[config.mk]
export PLATFORM = sky130hd
export DESIGN_NAME = rtc_flag_and_alarm_status
export DESIGN_NICKNAME = d
export VERILOG_FILES = /design/src/core/rtc_flag_pkg.sv /design/src/core/event_flag_cell.sv /design/src/core/periodic_tap_select.sv /design/src/core/rtc_flag_and_alarm_status.sv
export SDC_FILE = /design/constraint.sdc
export NUM_CORES = 1
export LEC_CHECK = 0
export BUFFER_PORTS_ARGS = -buffer_cell sky130_fd_sc_hd__buf_2
export CELL_PAD_IN_SITES_DETAIL_PLACEMENT = 2
export CELL_PAD_IN_SITES_GLOBAL_PLACEMENT = 2
export CORE_MARGIN = 2
export CORE_UTILIZATION = 22
export DETAILED_ROUTE_END_ITERATION = 7
export GPL_TIMING_DRIVEN = 1
export PLACE_DENSITY_LB_ADDON = 0.05
export SLEW_MARGIN = 0
export SYNTH_ARGS = -nofsm -noshare
export SYNTH_HDL_FRONTEND = slang
export SYNTH_SLANG_ARGS = --single-unit
[constraint.sdc]
create_clock -name mclk_in -period 2.3 [get_ports mclk_in]
set_input_delay 0.46 -clock mclk_in [delete_from_list [all_inputs] [get_ports mclk_in]]
set_output_delay 0.46 -clock mclk_in [all_outputs]
set_load 0.05 [all_outputs]
[src/core/rtc_flag_pkg.sv]
// constants for the clock's event flag and date alarm registers
package rtc_flag_pkg;
	localparam int INDEX_WIDTH = 7;
	localparam int DATA_WIDTH = 8;
	localparam logic [6:0] EVENT_FLAGS_INDEX = 7'h0C;
	localparam logic [6:0] VALID_DATE_INDEX = 7'h0D;
	localparam int IRQ_REQUEST_BIT = 7;
	localparam int PERIODIC_BIT = 6;
	localparam int ALARM_BIT = 5;
	localparam int UPDATE_ENDED_BIT = 4;
	localparam int VALID_RAM_TIME_BIT = 7;
	localparam int DATE_ALARM_WIDTH = 6;
	localparam int RATE_SELECT_WIDTH = 4;
	localparam int TAP_COUNT = 15;
	localparam logic [3:0] RATE_NONE = 4'h0;
	localparam logic [5:0] DATE_ALARM_DONT_CARE = 6'h00;
	localparam logic [5:0] DATE_ALARM_RESET = 6'h00;
	localparam logic [7:0] READ_ZERO = 8'h00;
	localparam int FLAG_COUNT = 3;
	localparam int FLAG_PERIODIC = 0;
	localparam int FLAG_ALARM = 1;
	localparam int FLAG_UPDATE = 2;
endpackage

[src/core/event_flag_cell.sv]
// one sticky event flag, set wins over a clearing read
`timescale 1ns/10ps
module event_flag_cell (
	input wire logic mclk_in,
	input wire logic well_rst_in,
	input wire logic ce_in,
	input wire logic set_in,
	input wire logic clear_in,
	output logic flag_out
);
	always_ff @(posedge mclk_in) begin
		if (well_rst_in) begin
			flag_out <= 1'b0;
		end else if (ce_in) begin
			if (set_in) begin
				flag_out <= 1'b1;
			end else if (clear_in) begin
				flag_out <= 1'b0;
			end
		end
	end
endmodule // event_flag_cell

[src/core/periodic_tap_select.sv]
// picks the divider tap named by the rate select field
`timescale 1ns/10ps
module periodic_tap_select
	import rtc_flag_pkg::*;
#(
	parameter int TAPS = TAP_COUNT
) (
	input wire logic [TAPS-1:0] taps_in,
	input wire logic [RATE_SELECT_WIDTH-1:0] rate_select_in,
	output logic tap_out
);
	wire logic [TAPS:0] taps_ext;
	assign taps_ext = {taps_in, 1'b0};
	// rate zero picks the constant low slot, so the flag never sets
	assign tap_out = (rate_select_in == RATE_NONE) ? 1'b0 : taps_ext[rate_select_in];
endmodule // periodic_tap_select

[src/core/rtc_flag_and_alarm_status.sv]
// event flag register and valid/date alarm register of the real-time clock
`timescale 1ns/10ps
module rtc_flag_and_alarm_status
	import rtc_flag_pkg::*;
#(
	parameter int TAPS = TAP_COUNT
) (
	input wire logic mclk_in,
	input wire logic sys_rst_in,
	input wire logic ce_in,
	input wire logic resume_well_reset_n_in,
	input wire logic clock_well_reset_n_in,
	input wire logic [INDEX_WIDTH-1:0] index_in,
	input wire logic [DATA_WIDTH-1:0] wr_data_in,
	input wire logic wr_strobe_in,
	input wire logic rd_strobe_in,
	output logic [DATA_WIDTH-1:0] rd_data_out,
	input wire logic periodic_irq_enable_in,
	input wire logic alarm_irq_enable_in,
	input wire logic update_ended_irq_enable_in,
	input wire logic update_inhibit_in,
	input wire logic [RATE_SELECT_WIDTH-1:0] rate_select_in,
	input wire logic [TAPS-1:0] divider_taps_in,
	input wire logic update_done_in,
	input wire logic time_alarm_match_in,
	input wire logic date_alarm_enable_in,
	input wire logic [DATE_ALARM_WIDTH-1:0] current_day_in,
	input wire logic power_good_in,
	output logic clock_irq_out_n
);
	////////////////////////////////////////////////////////////////////////////
	// event sources
	logic tap_prev_reg;
	logic [DATE_ALARM_WIDTH-1:0] date_alarm_reg;
	logic [DATA_WIDTH-1:0] rd_data_reg;
	logic irq_n_reg;
	wire logic tap_now;
	wire logic update_ok;
	wire logic date_match;
	wire logic [FLAG_COUNT-1:0] flag_set;
	wire logic [FLAG_COUNT-1:0] flag_rst;
	wire logic [FLAG_COUNT-1:0] flag_val;
	wire logic [FLAG_COUNT-1:0] flag_en;
	wire logic rd_flags;
	wire logic wr_date;
	wire logic irq_request_flag;

	periodic_tap_select #(
		.TAPS(TAPS)
	) u_tap (
		.taps_in(divider_taps_in),
		.rate_select_in(rate_select_in),
		.tap_out(tap_now)
	);

	// an inhibited update is treated as aborted and never completes
	assign update_ok = update_done_in & ~update_inhibit_in;
	assign date_match = (date_alarm_reg == DATE_ALARM_DONT_CARE) | ~date_alarm_enable_in
		| (current_day_in == date_alarm_reg);
	assign flag_set[FLAG_PERIODIC] = tap_now & ~tap_prev_reg;
	assign flag_set[FLAG_ALARM] = update_ok & time_alarm_match_in & date_match;
	assign flag_set[FLAG_UPDATE] = update_ok;
	assign flag_rst[FLAG_PERIODIC] = ~resume_well_reset_n_in;
	assign flag_rst[FLAG_ALARM] = ~clock_well_reset_n_in;
	assign flag_rst[FLAG_UPDATE] = ~resume_well_reset_n_in;
	assign flag_en[FLAG_PERIODIC] = periodic_irq_enable_in;
	assign flag_en[FLAG_ALARM] = alarm_irq_enable_in;
	assign flag_en[FLAG_UPDATE] = update_ended_irq_enable_in;

	////////////////////////////////////////////////////////////////////////////
	// access decode
	assign rd_flags = rd_strobe_in & (index_in == EVENT_FLAGS_INDEX);
	// index 0Ch has no write path at all
	assign wr_date = wr_strobe_in & (index_in == VALID_DATE_INDEX);

	genvar gi;
	generate
		for (gi = 0; gi < FLAG_COUNT; gi++) begin : g_flag
			event_flag_cell u_cell (
				.mclk_in(mclk_in),
				.well_rst_in(flag_rst[gi]),
				.ce_in(ce_in),
				.set_in(flag_set[gi]),
				.clear_in(rd_flags),
				.flag_out(flag_val[gi])
			);
		end
	endgenerate

	// the request is derived from the flags, so it clears with them
	assign irq_request_flag = |(flag_val & flag_en);

	////////////////////////////////////////////////////////////////////////////
	// read data
	wire logic [DATA_WIDTH-1:0] flags_word;
	wire logic [DATA_WIDTH-1:0] valid_word;
	wire logic [DATA_WIDTH-1:0] read_mux;
	assign flags_word = {irq_request_flag, flag_val[FLAG_PERIODIC], flag_val[FLAG_ALARM],
		flag_val[FLAG_UPDATE], 4'h0};
	assign valid_word = {power_good_in, 1'b0,
		date_alarm_enable_in ? date_alarm_reg : DATE_ALARM_RESET};
	assign read_mux = (index_in == EVENT_FLAGS_INDEX) ? flags_word
		: (index_in == VALID_DATE_INDEX) ? valid_word : READ_ZERO;

	always_ff @(posedge mclk_in) begin
		if (sys_rst_in) begin
			tap_prev_reg <= 1'b0;
			rd_data_reg <= READ_ZERO;
			irq_n_reg <= 1'b1;
		end else if (ce_in) begin
			tap_prev_reg <= tap_now;
			irq_n_reg <= ~irq_request_flag;
			if (rd_strobe_in) begin
				rd_data_reg <= read_mux;
			end
		end
	end

	// date alarm lives in the clock well, untouched by system reset
	always_ff @(posedge mclk_in) begin
		if (~clock_well_reset_n_in) begin
			date_alarm_reg <= DATE_ALARM_RESET;
		end else if (ce_in && wr_date) begin
			date_alarm_reg <= wr_data_in[DATE_ALARM_WIDTH-1:0];
		end
	end

	assign rd_data_out = rd_data_reg;
	assign clock_irq_out_n = irq_n_reg;
endmodule // rtc_flag_and_alarm_status

==> results of run 1 <==
## how the worst max path moves through the flow
stage / from / to / slack (ns)
after floorplan: index_in[5] / date_alarm_reg[5]$_SDFFE_PN0P_ / 0.37
after global placement: index_in[5] / date_alarm_reg[2]$_SDFFE_PN0P_ / 0.25
after detailed placement: index_in[5] / date_alarm_reg[2]$_SDFFE_PN0P_ / 0.21
after CTS: index_in[5] / date_alarm_reg[2]$_SDFFE_PN0P_ / 0.49
after global routing: index_in[5] / date_alarm_reg[2]$_SDFFE_PN0P_ / 0.45
final: index_in[5] / date_alarm_reg[2]$_SDFFE_PN0P_ / 0.48
## final cells by class
cell class | count | area [µm²] | area share
multi-input cells | 84 | 608 | 0.427
flip-flops and latches | 19 | 380 | 0.267
inverters | 1 | 3.75 | 0.00264
well taps | 52 | 65.1 | 0.0457
clock inverters | 1 | 5.00 | 0.00351
clock buffers | 3 | 41.3 | 0.0290
repair buffers | 63 | 320 | 0.225
## worst max-delay path: stages
cell	delay, ns
buf_2	0.10
or4b_4	0.57
or4_4	0.59
mux2i_1	0.19
nor2b_1	0.06
## cell usage after synthesis, drive strengths merged, types with 2 or more instances
| cell type | instances |
|---|---|
| nand4 | 2 |
| a22oi | 6 |
| nor2 | 11 |
| mux2i | 10 |
| buf | 3 |
| nand3 | 2 |
| xor2 | 6 |
| or4 | 2 |
| dfxtp | 19 |
| nor4 | 3 |
| nor2b | 9 |
| nand2 | 9 |
| nand2b | 2 |
| a222oi | 3 |
## power breakdown
part           total [mW]  leakage [nW]  switching, mW  internal (mW)
clock network       0.236        0.0255          0.115          0.120
logic               0.113         0.513         0.0543         0.0591
registers           0.340         0.154        0.00477          0.335
## layer usage
layer | vias to the layer above | GRT usage | wire length (µm)
li1 | 530 | - | -
met3 | 2 | 0.0347 | 244
met2 | 41 | 0.222 | 1590
met5 | - | 0 | 0
met1 | 511 | 0.172 | 1510
met4 | 0 | 0.0461 | 21
## logic make-up after synthesis
| group | share of synthesized area |
|---|---|
| xor+xnor | 0.0517 |
| simple gates | 0.246 |
| mux | 0.132 |
| flops | 0.374 |
| compound gates | 0.169 |
| buf+inv | 0.0271 |
## through the flow
| step | total power, mW | cell area, µm² | setup slack, ns | util | std cells |
|---|---|---|---|---|---|
| floorplan | 0.400 | 1020 | 0.370 | - | 108 |
| global route | 0.733 | 1420 | 0.449 | 0.323 | 223 |
| CTS | 0.703 | 1420 | 0.489 | 0.323 | 223 |
| finish | 0.689 | 1420 | 0.482 | 0.323 | 223 |
| global placement | 0.459 | 1380 | 0.245 | 0.312 | 219 |
| detailed placement | 0.463 | 1380 | 0.210 | 0.312 | 219 |
==> summary.md, run 1 <==
| Metric | Value |
|---|---|
| Worst r2r dst | g_flag[1].u_cell.flag_out$_SDFFE_PN0P_ |
| Ant diodes | 0 |
| CTS Sinks | 19 |
| Die height | 72.0 µm |
| Row cnt | 24 |
| FF+latch count, synth | 19 |
| WHS | around 0.46 ns |
| DRC errors left | 0 |
| Vias in the first global route | between 1,000 and 1,500 |
| Final setup fails | 0 |
| Area contributors post-synth | dfxtp_1, mux2i_1, nor2b_1, xor2_1, a22oi_1 |
| Cell area after synthesis | ~1000 µm² |
| Final hold violation count | 0 |
| Skew-Pair Late Insertion Delay | 0.25 ns |
| Slack of the worst reg-to-reg path | 0.75 ns |
| Global route overflow | 0 |
| Gate Count Post-Synth | 108 |
| CP required | between 2 and 2.5 ns |
| Die X | 72.0 µm |
| CP endpoint kind | flip-flop |
| Hold buffers post-CTS | 0 |
| Most frequent cells in the layout | buf_2, dfxtp_1, nor2_1 |
| Post-DP HPWL | 2.83 mm |
| DRT Pass-1 Iters | 4 |
| CTS tree | done |
| Antenna violations before repair | 0 |
| ANT nets after route | 0 |
| Peak supply drop | 0.155 mV |
| Via count | approximately 1,100 |
| Die Footprint | around 5200 µm² |
| LEAKAGE | 0.692 nW |
| Io pins | 64 |
| Crit path DAT | ~2.0 ns |
| Worst-path maximum fanout | 6 |
| Fill count | 509 |
| Starting Density | 0.230 |
| Tmin final | 1.82 ns |
| Main synth FF type | dfxtp_1 |
| Post-synth EDFFs | 0 |
| Setup Crit Path Kind | in2reg |
| Crit start category | primary input |
| Gpl congestion | 0.672 |
| Hold WC Path Type | in2reg |
| Syn_nets | 163 |
| Worst-path clk slew | 0.08 ns |
| Total CTS buffers | 3 |
| Clock Skew | 0.00293 ns |
| Core Area | 4410 µm² |
| Max-slew headroom | 0.722 |
| Distinct cells, synth | 39 |
| Area growth syn-to-layout | 40.1% |
| Worst slew pin tran | 0.417 ns |
| Layout cells sized above 1 | 0.427 |
| Power Dens Cells | 484 nW/µm² |
| Yosys warnings | 0 |
| Setup TNS | 0 ns |
| Post-synth top area share | 0.374 |
| All-Layer GR Usage | 0.135 |
| First-pass GRT wire length | 5.51 mm |
| # Post-CTS Setup Buffers | 0 |
| CTS H-tree lvls | 1 |
| Seq/Total Area, Yosys | 0.374 |
| Vias/cell | 4.86 |
| Final nets | 227 |
| Max reg flops | 8 |
| Post-CTS sizing | 0 |
| Hold path startpoint | wr_data_in[1] |
| Wire per inst | about 15 µm |
| Most common cell after layout, fill and taps aside | buf_2 |
| Worst r2r src | date_alarm_reg[0]$_SDFFE_PN0P_ |
| Clock root buffer | clkbuf_8 |
| Cell taking the most area after synthesis | dfxtp_1 |
| Largest net degree at the start of global routing | 12 |
| Max_cap viols | 0 |
| RSZ-0062 raised after global routing | false |
| Hold Path Stages | 3 |
| PortBufs | 61 |
| Period utilisation layout | 0.791 |
| Pins Over Slew Limit | 0 |
| Hold Path Sink | date_alarm_reg[1]$_SDFFE_PN0P_ |
| Fmax | 550 MHz |
| Run status | finished clean |
| Routed WL | 3.36 mm |
| Syn Area/Cell | 9.41 µm² |
| Maximum buffer depth of the clock tree | 2 |
| Detailed Route Iter0 Violations | 46 |
| Ys async rst share | 0 |
| Worst reg-to-reg path cell count | 4 |
Power figures use the tool's default switching activity.
==> run 2: changes to the inputs <==
--- a/config.mk
+++ b/config.mk
@@ -5,11 +5,12 @@
 export SDC_FILE = /design/constraint.sdc
 export NUM_CORES = 1
 export LEC_CHECK = 0
+export ABC_AREA = 1
 export BUFFER_PORTS_ARGS = -buffer_cell sky130_fd_sc_hd__buf_2
 export CELL_PAD_IN_SITES_DETAIL_PLACEMENT = 2
 export CELL_PAD_IN_SITES_GLOBAL_PLACEMENT = 2
 export CORE_MARGIN = 2
-export CORE_UTILIZATION = 22
+export CORE_UTILIZATION = 18
 export DETAILED_ROUTE_END_ITERATION = 7
 export GPL_TIMING_DRIVEN = 1
 export PLACE_DENSITY_LB_ADDON = 0.05
==> constraint.sdc (replaced) <==
create_clock -name mclk_in -period 1.58 [get_ports mclk_in]
set_input_delay 0.316 -clock mclk_in [delete_from_list [all_inputs] [get_ports mclk_in]]
set_output_delay 0.316 -clock mclk_in [all_outputs]
set_load 0.05 [all_outputs]
==> run 2 against run 1 <==
Net effect: largest cell class unchanged; die area grew 28%; via count up 20%; sequential share of layout area is 1.7 points lower; setup slack worse by 0.070 ns.
==> summary.md, run 2 <==
| Metric | Value |
|---|---|
| Post-synth top area share | 0.353 (-0.0213) |
| Post-synth EDFFs | 0 (unchanged) |
| Global route overflow | 0 (unchanged) |
| Io pins | 64 (unchanged) |
| Routed WL | 3.70 mm (+10%) |
| Grt peak-use layer | met2 |
| Ant diodes | 0 (unchanged) |
| Setup Crit Path Kind | reg2out |
| Cell taking the most area after synthesis | dfxtp_1 |
| Total CTS buffers | 3 (unchanged) |
| Worst-path maximum fanout | 2 (-4) |
| Die X | 81.4 µm (+13%) |
| Hold Path Sink | date_alarm_reg[1]$_SDFFE_PN0P_ |
| Most common cell after layout, fill and taps aside | buf_2 |
| Period utilisation layout | 0.740 |
| List of most frequent post-synthesis cells | nand2_1, inv_1, dfxtp_1, nand3_1, nor2_1 |
| Crit-path max cell delay | 0.33 ns (-0.26 ns) |
| Grt met3 use | 0.0356 (+0.000833) |
| Crit path DAT | 0.85 ns (-1.12 ns) |
| Gate Count Post-Synth | 174 (+61%) |
| Antenna violations before repair | 0 (unchanged) |
| Post-DP Area | 1470 µm² (+6.9%) |
| Gpl congestion | 0.708 (+5.4%) |
| Worst-path clk slew | 0.08 ns (about the same) |
| FF+latch count, synth | 19 (unchanged) |
| RSZ-0062 raised after global routing | false |
| Wire per inst | 11.8 µm (-22%) |
| Post-DP HPWL | 3.18 mm (+12%) |
| Pins Over Slew Limit | 0 (unchanged) |
| Met1 track demand over resource | 0.147 (-0.0255) |
| Ys async rst share | 0 (unchanged) |
| Crit-path cells | buf_2 |
| Starting Density | 0.184 (-0.0460) |
| Tmin final | 1.17 ns |
| Most frequent cells in the layout | buf_2, nand2_1, inv_1 |
| Area contributors post-synth | dfxtp_1, nand2_1, nand3_1, inv_1, nor2_1 |
| Worst slew pin tran | 0.249 ns (-0.167 ns) |
| WHS | 0.289 ns (-0.167 ns) |
| Area growth syn-to-layout | 41.0% |
| Max reg flops | 8 (unchanged) |
| Vias in the first global route | 1,413 (+18%) |
| Clock root buffer | clkbuf_8 |
| Seq/Total Area, Yosys | 0.353 (-0.0213) |
| Met2 Use GR | 0.216 (-0.00665) |
| LEAKAGE | 0.827 nW (+20%) |
| Final nets | 294 (+30%) |
| Worst r2r dst | g_flag[1].u_cell.flag_out$_SDFFE_PN0P_ |
| Via count | 1,303 (+20%) |
| Delay-heaviest family, CP | flip-flops |
| Layout cells sized above 1 | 0.311 (-0.116) |
| Max-slew headroom | 0.835 (+0.113) |
| Power Dens Cells | 669 nW/µm² (+38%) |
| Max_cap viols | 0 (unchanged) |
| Vias/cell | 4.16 (-14%) |
| Post-CTS sizing | 0 (unchanged) |
| Syn_nets | 229 (+40%) |
| Yosys warnings | 0 (unchanged) |
| Clock Skew | 0.00200 ns (-0.000926 ns) |
| Peak supply drop | 0.290 mV (+87%) |
| Setup TNS | 0 ns (unchanged) |
| CTS tree | done |
| Fmax | 856 MHz |
| Die Footprint | 6620 µm² (+28%) |
| Critical Path Slowest Stage Cell | dfxtp_1 |
| CTS H-tree lvls | 1 (unchanged) |
| Hold Path Stages | 3 (unchanged) |
| Hold path startpoint | wr_data_in[1] |
| DRC errors left | 0 (unchanged) |
| Slack of the worst reg-to-reg path | 0.41 ns (-0.34 ns) |
| Hold WC Path Type | in2reg |
| CP required | 1.26 ns (-1.19 ns) |
| Largest net degree at the start of global routing | 12 (unchanged) |
| Skew-Pair Late Insertion Delay | 0.26 ns (about the same) |
| Layout Cell Area excl Fill | 1520 µm² (+6.7%) |
| Worst r2r src | date_alarm_reg[5]$_SDFFE_PN0P_ |
| Syn Area/Cell | 6.19 µm² (-34%) |
| Core Area | 5850 µm² (+33%) |
| Die height | 81.4 µm (+13%) |
| Overall Power | 1.02 mW (+48%) |
| Worst reg-to-reg path cell count | 8 (+4) |
| Distinct cells, synth | 20 (-49%) |
| Finished Layout Cells | 313 (+40%) |
| Maximum buffer depth of the clock tree | 2 (unchanged) |
| Main synth FF type | dfxtp_1 |
| All-Layer GR Usage | 0.123 (-0.0120) |
| Row cnt | 28 (+17%) |
| CP bufs+invs | 1 (unchanged) |
| # Post-CTS Setup Buffers | 0 (unchanged) |
| Most common cell in the netlist | nand2_1 |
| Cell area after synthesis | 1080 µm² (+6.0%) |
| First-pass GRT wire length | 6.26 mm (+14%) |
| Crit start category | flip-flop |
| ANT nets after route | 0 (unchanged) |
| PortBufs | 61 (unchanged) |
| Hold buffers post-CTS | 0 (unchanged) |
| Final hold violation count | 0 (unchanged) |
| Final setup fails | 0 (unchanged) |
| CP endpoint kind | primary output |
| Run status | finished clean |
| CTS Sinks | 19 (unchanged) |
| DRT Pass-1 Iters | 2 (-2) |
| Detailed Route Iter0 Violations | 21 (-54%) |
| Dpl cells | 309 (+41%) |
[run 2: changes by cell type in the layout (fill, tap and decap cells not counted), moves of 7 or more]
cell     before  now
mux2i_1      10    0
nor2_1       11   18
a21oi_1       1   11
nand2_1       9   51
nor2b_1       9    0
o21ai_0       1    9
inv_1         1   25
nand3_1       2   19
[run 2: tightest hold or removal path, delay by kind of cell]
kind	cells	cell delay (ns)
simple gates	2	0.12
buf+inv	1	0.08
[run 2: worst max path at each step]
| stage | startpoint | cells after the start | endpoint | slack (ns) |
|---|---|---|---|---|
| floorplan | index_in[5] | 8 | date_alarm_reg[0]$_SDFFE_PN0P_ | 0.50 |
| global placement | index_in[5] | 9 | date_alarm_reg[4]$_SDFFE_PN0P_ | 0.19 |
| detailed placement | index_in[5] | 9 | date_alarm_reg[4]$_SDFFE_PN0P_ | 0.18 |
| CTS | date_alarm_reg[5]$_SDFFE_PN0P_ | 8 | g_flag[1].u_cell.flag_out$_SDFFE_PN0P_ | 0.34 |
| global route | date_alarm_reg[5]$_SDFFE_PN0P_ | 8 | g_flag[1].u_cell.flag_out$_SDFFE_PN0P_ | 0.25 |
| finish | rd_data_out[4]$_SDFFE_PP0P_ | 1 | rd_data_out[4] | 0.41 |
[run 2: per-stage QoR]
| step | setup WS, ns | util |
|---|---|---|
| after floorplan | 0.496 | - |
| after global placement | 0.190 | 0.252 |
| after detailed placement | 0.179 | 0.252 |
| after CTS | 0.338 | 0.260 |
| after global routing | 0.252 | 0.260 |
| final | 0.411 | 0.260 |
[run 2: cells by family after synthesis]
family / synth area share
flops: 0.353
xor+xnor: 0.0325
buf+inv: 0.106
compound gates: 0.111
simple gates: 0.397
[run 2: area by class of cell]
| cell class | instances | area (µm²) |
|---|---|---|
| Multi-Input combinational cell | 125 | 583 |
| Tap cell | 75 | 93.8 |
| Fill cell | 750 | 4330 |
| Clock buffer | 3 | 41.3 |
| Inverter | 29 | 110 |
| Timing Repair Buffer | 61 | 305 |
| Sequential cell | 19 | 380 |
| Clock inverter | 1 | 5.00 |
[run 2: report_power, final]
group          total (mW)  switching [mW]  internal [mW]
sequential          0.493         0.00552          0.487
combinational       0.176          0.0967         0.0795
clock               0.348           0.172          0.176
total                1.02           0.274          0.742
[run 2: layer usage]
layer	vias to the layer above	share of wire
met1	587	0.45
met4	0	0.0084
met5	-	0
met3	5	0.066
li1	677	-
met2	34	0.48
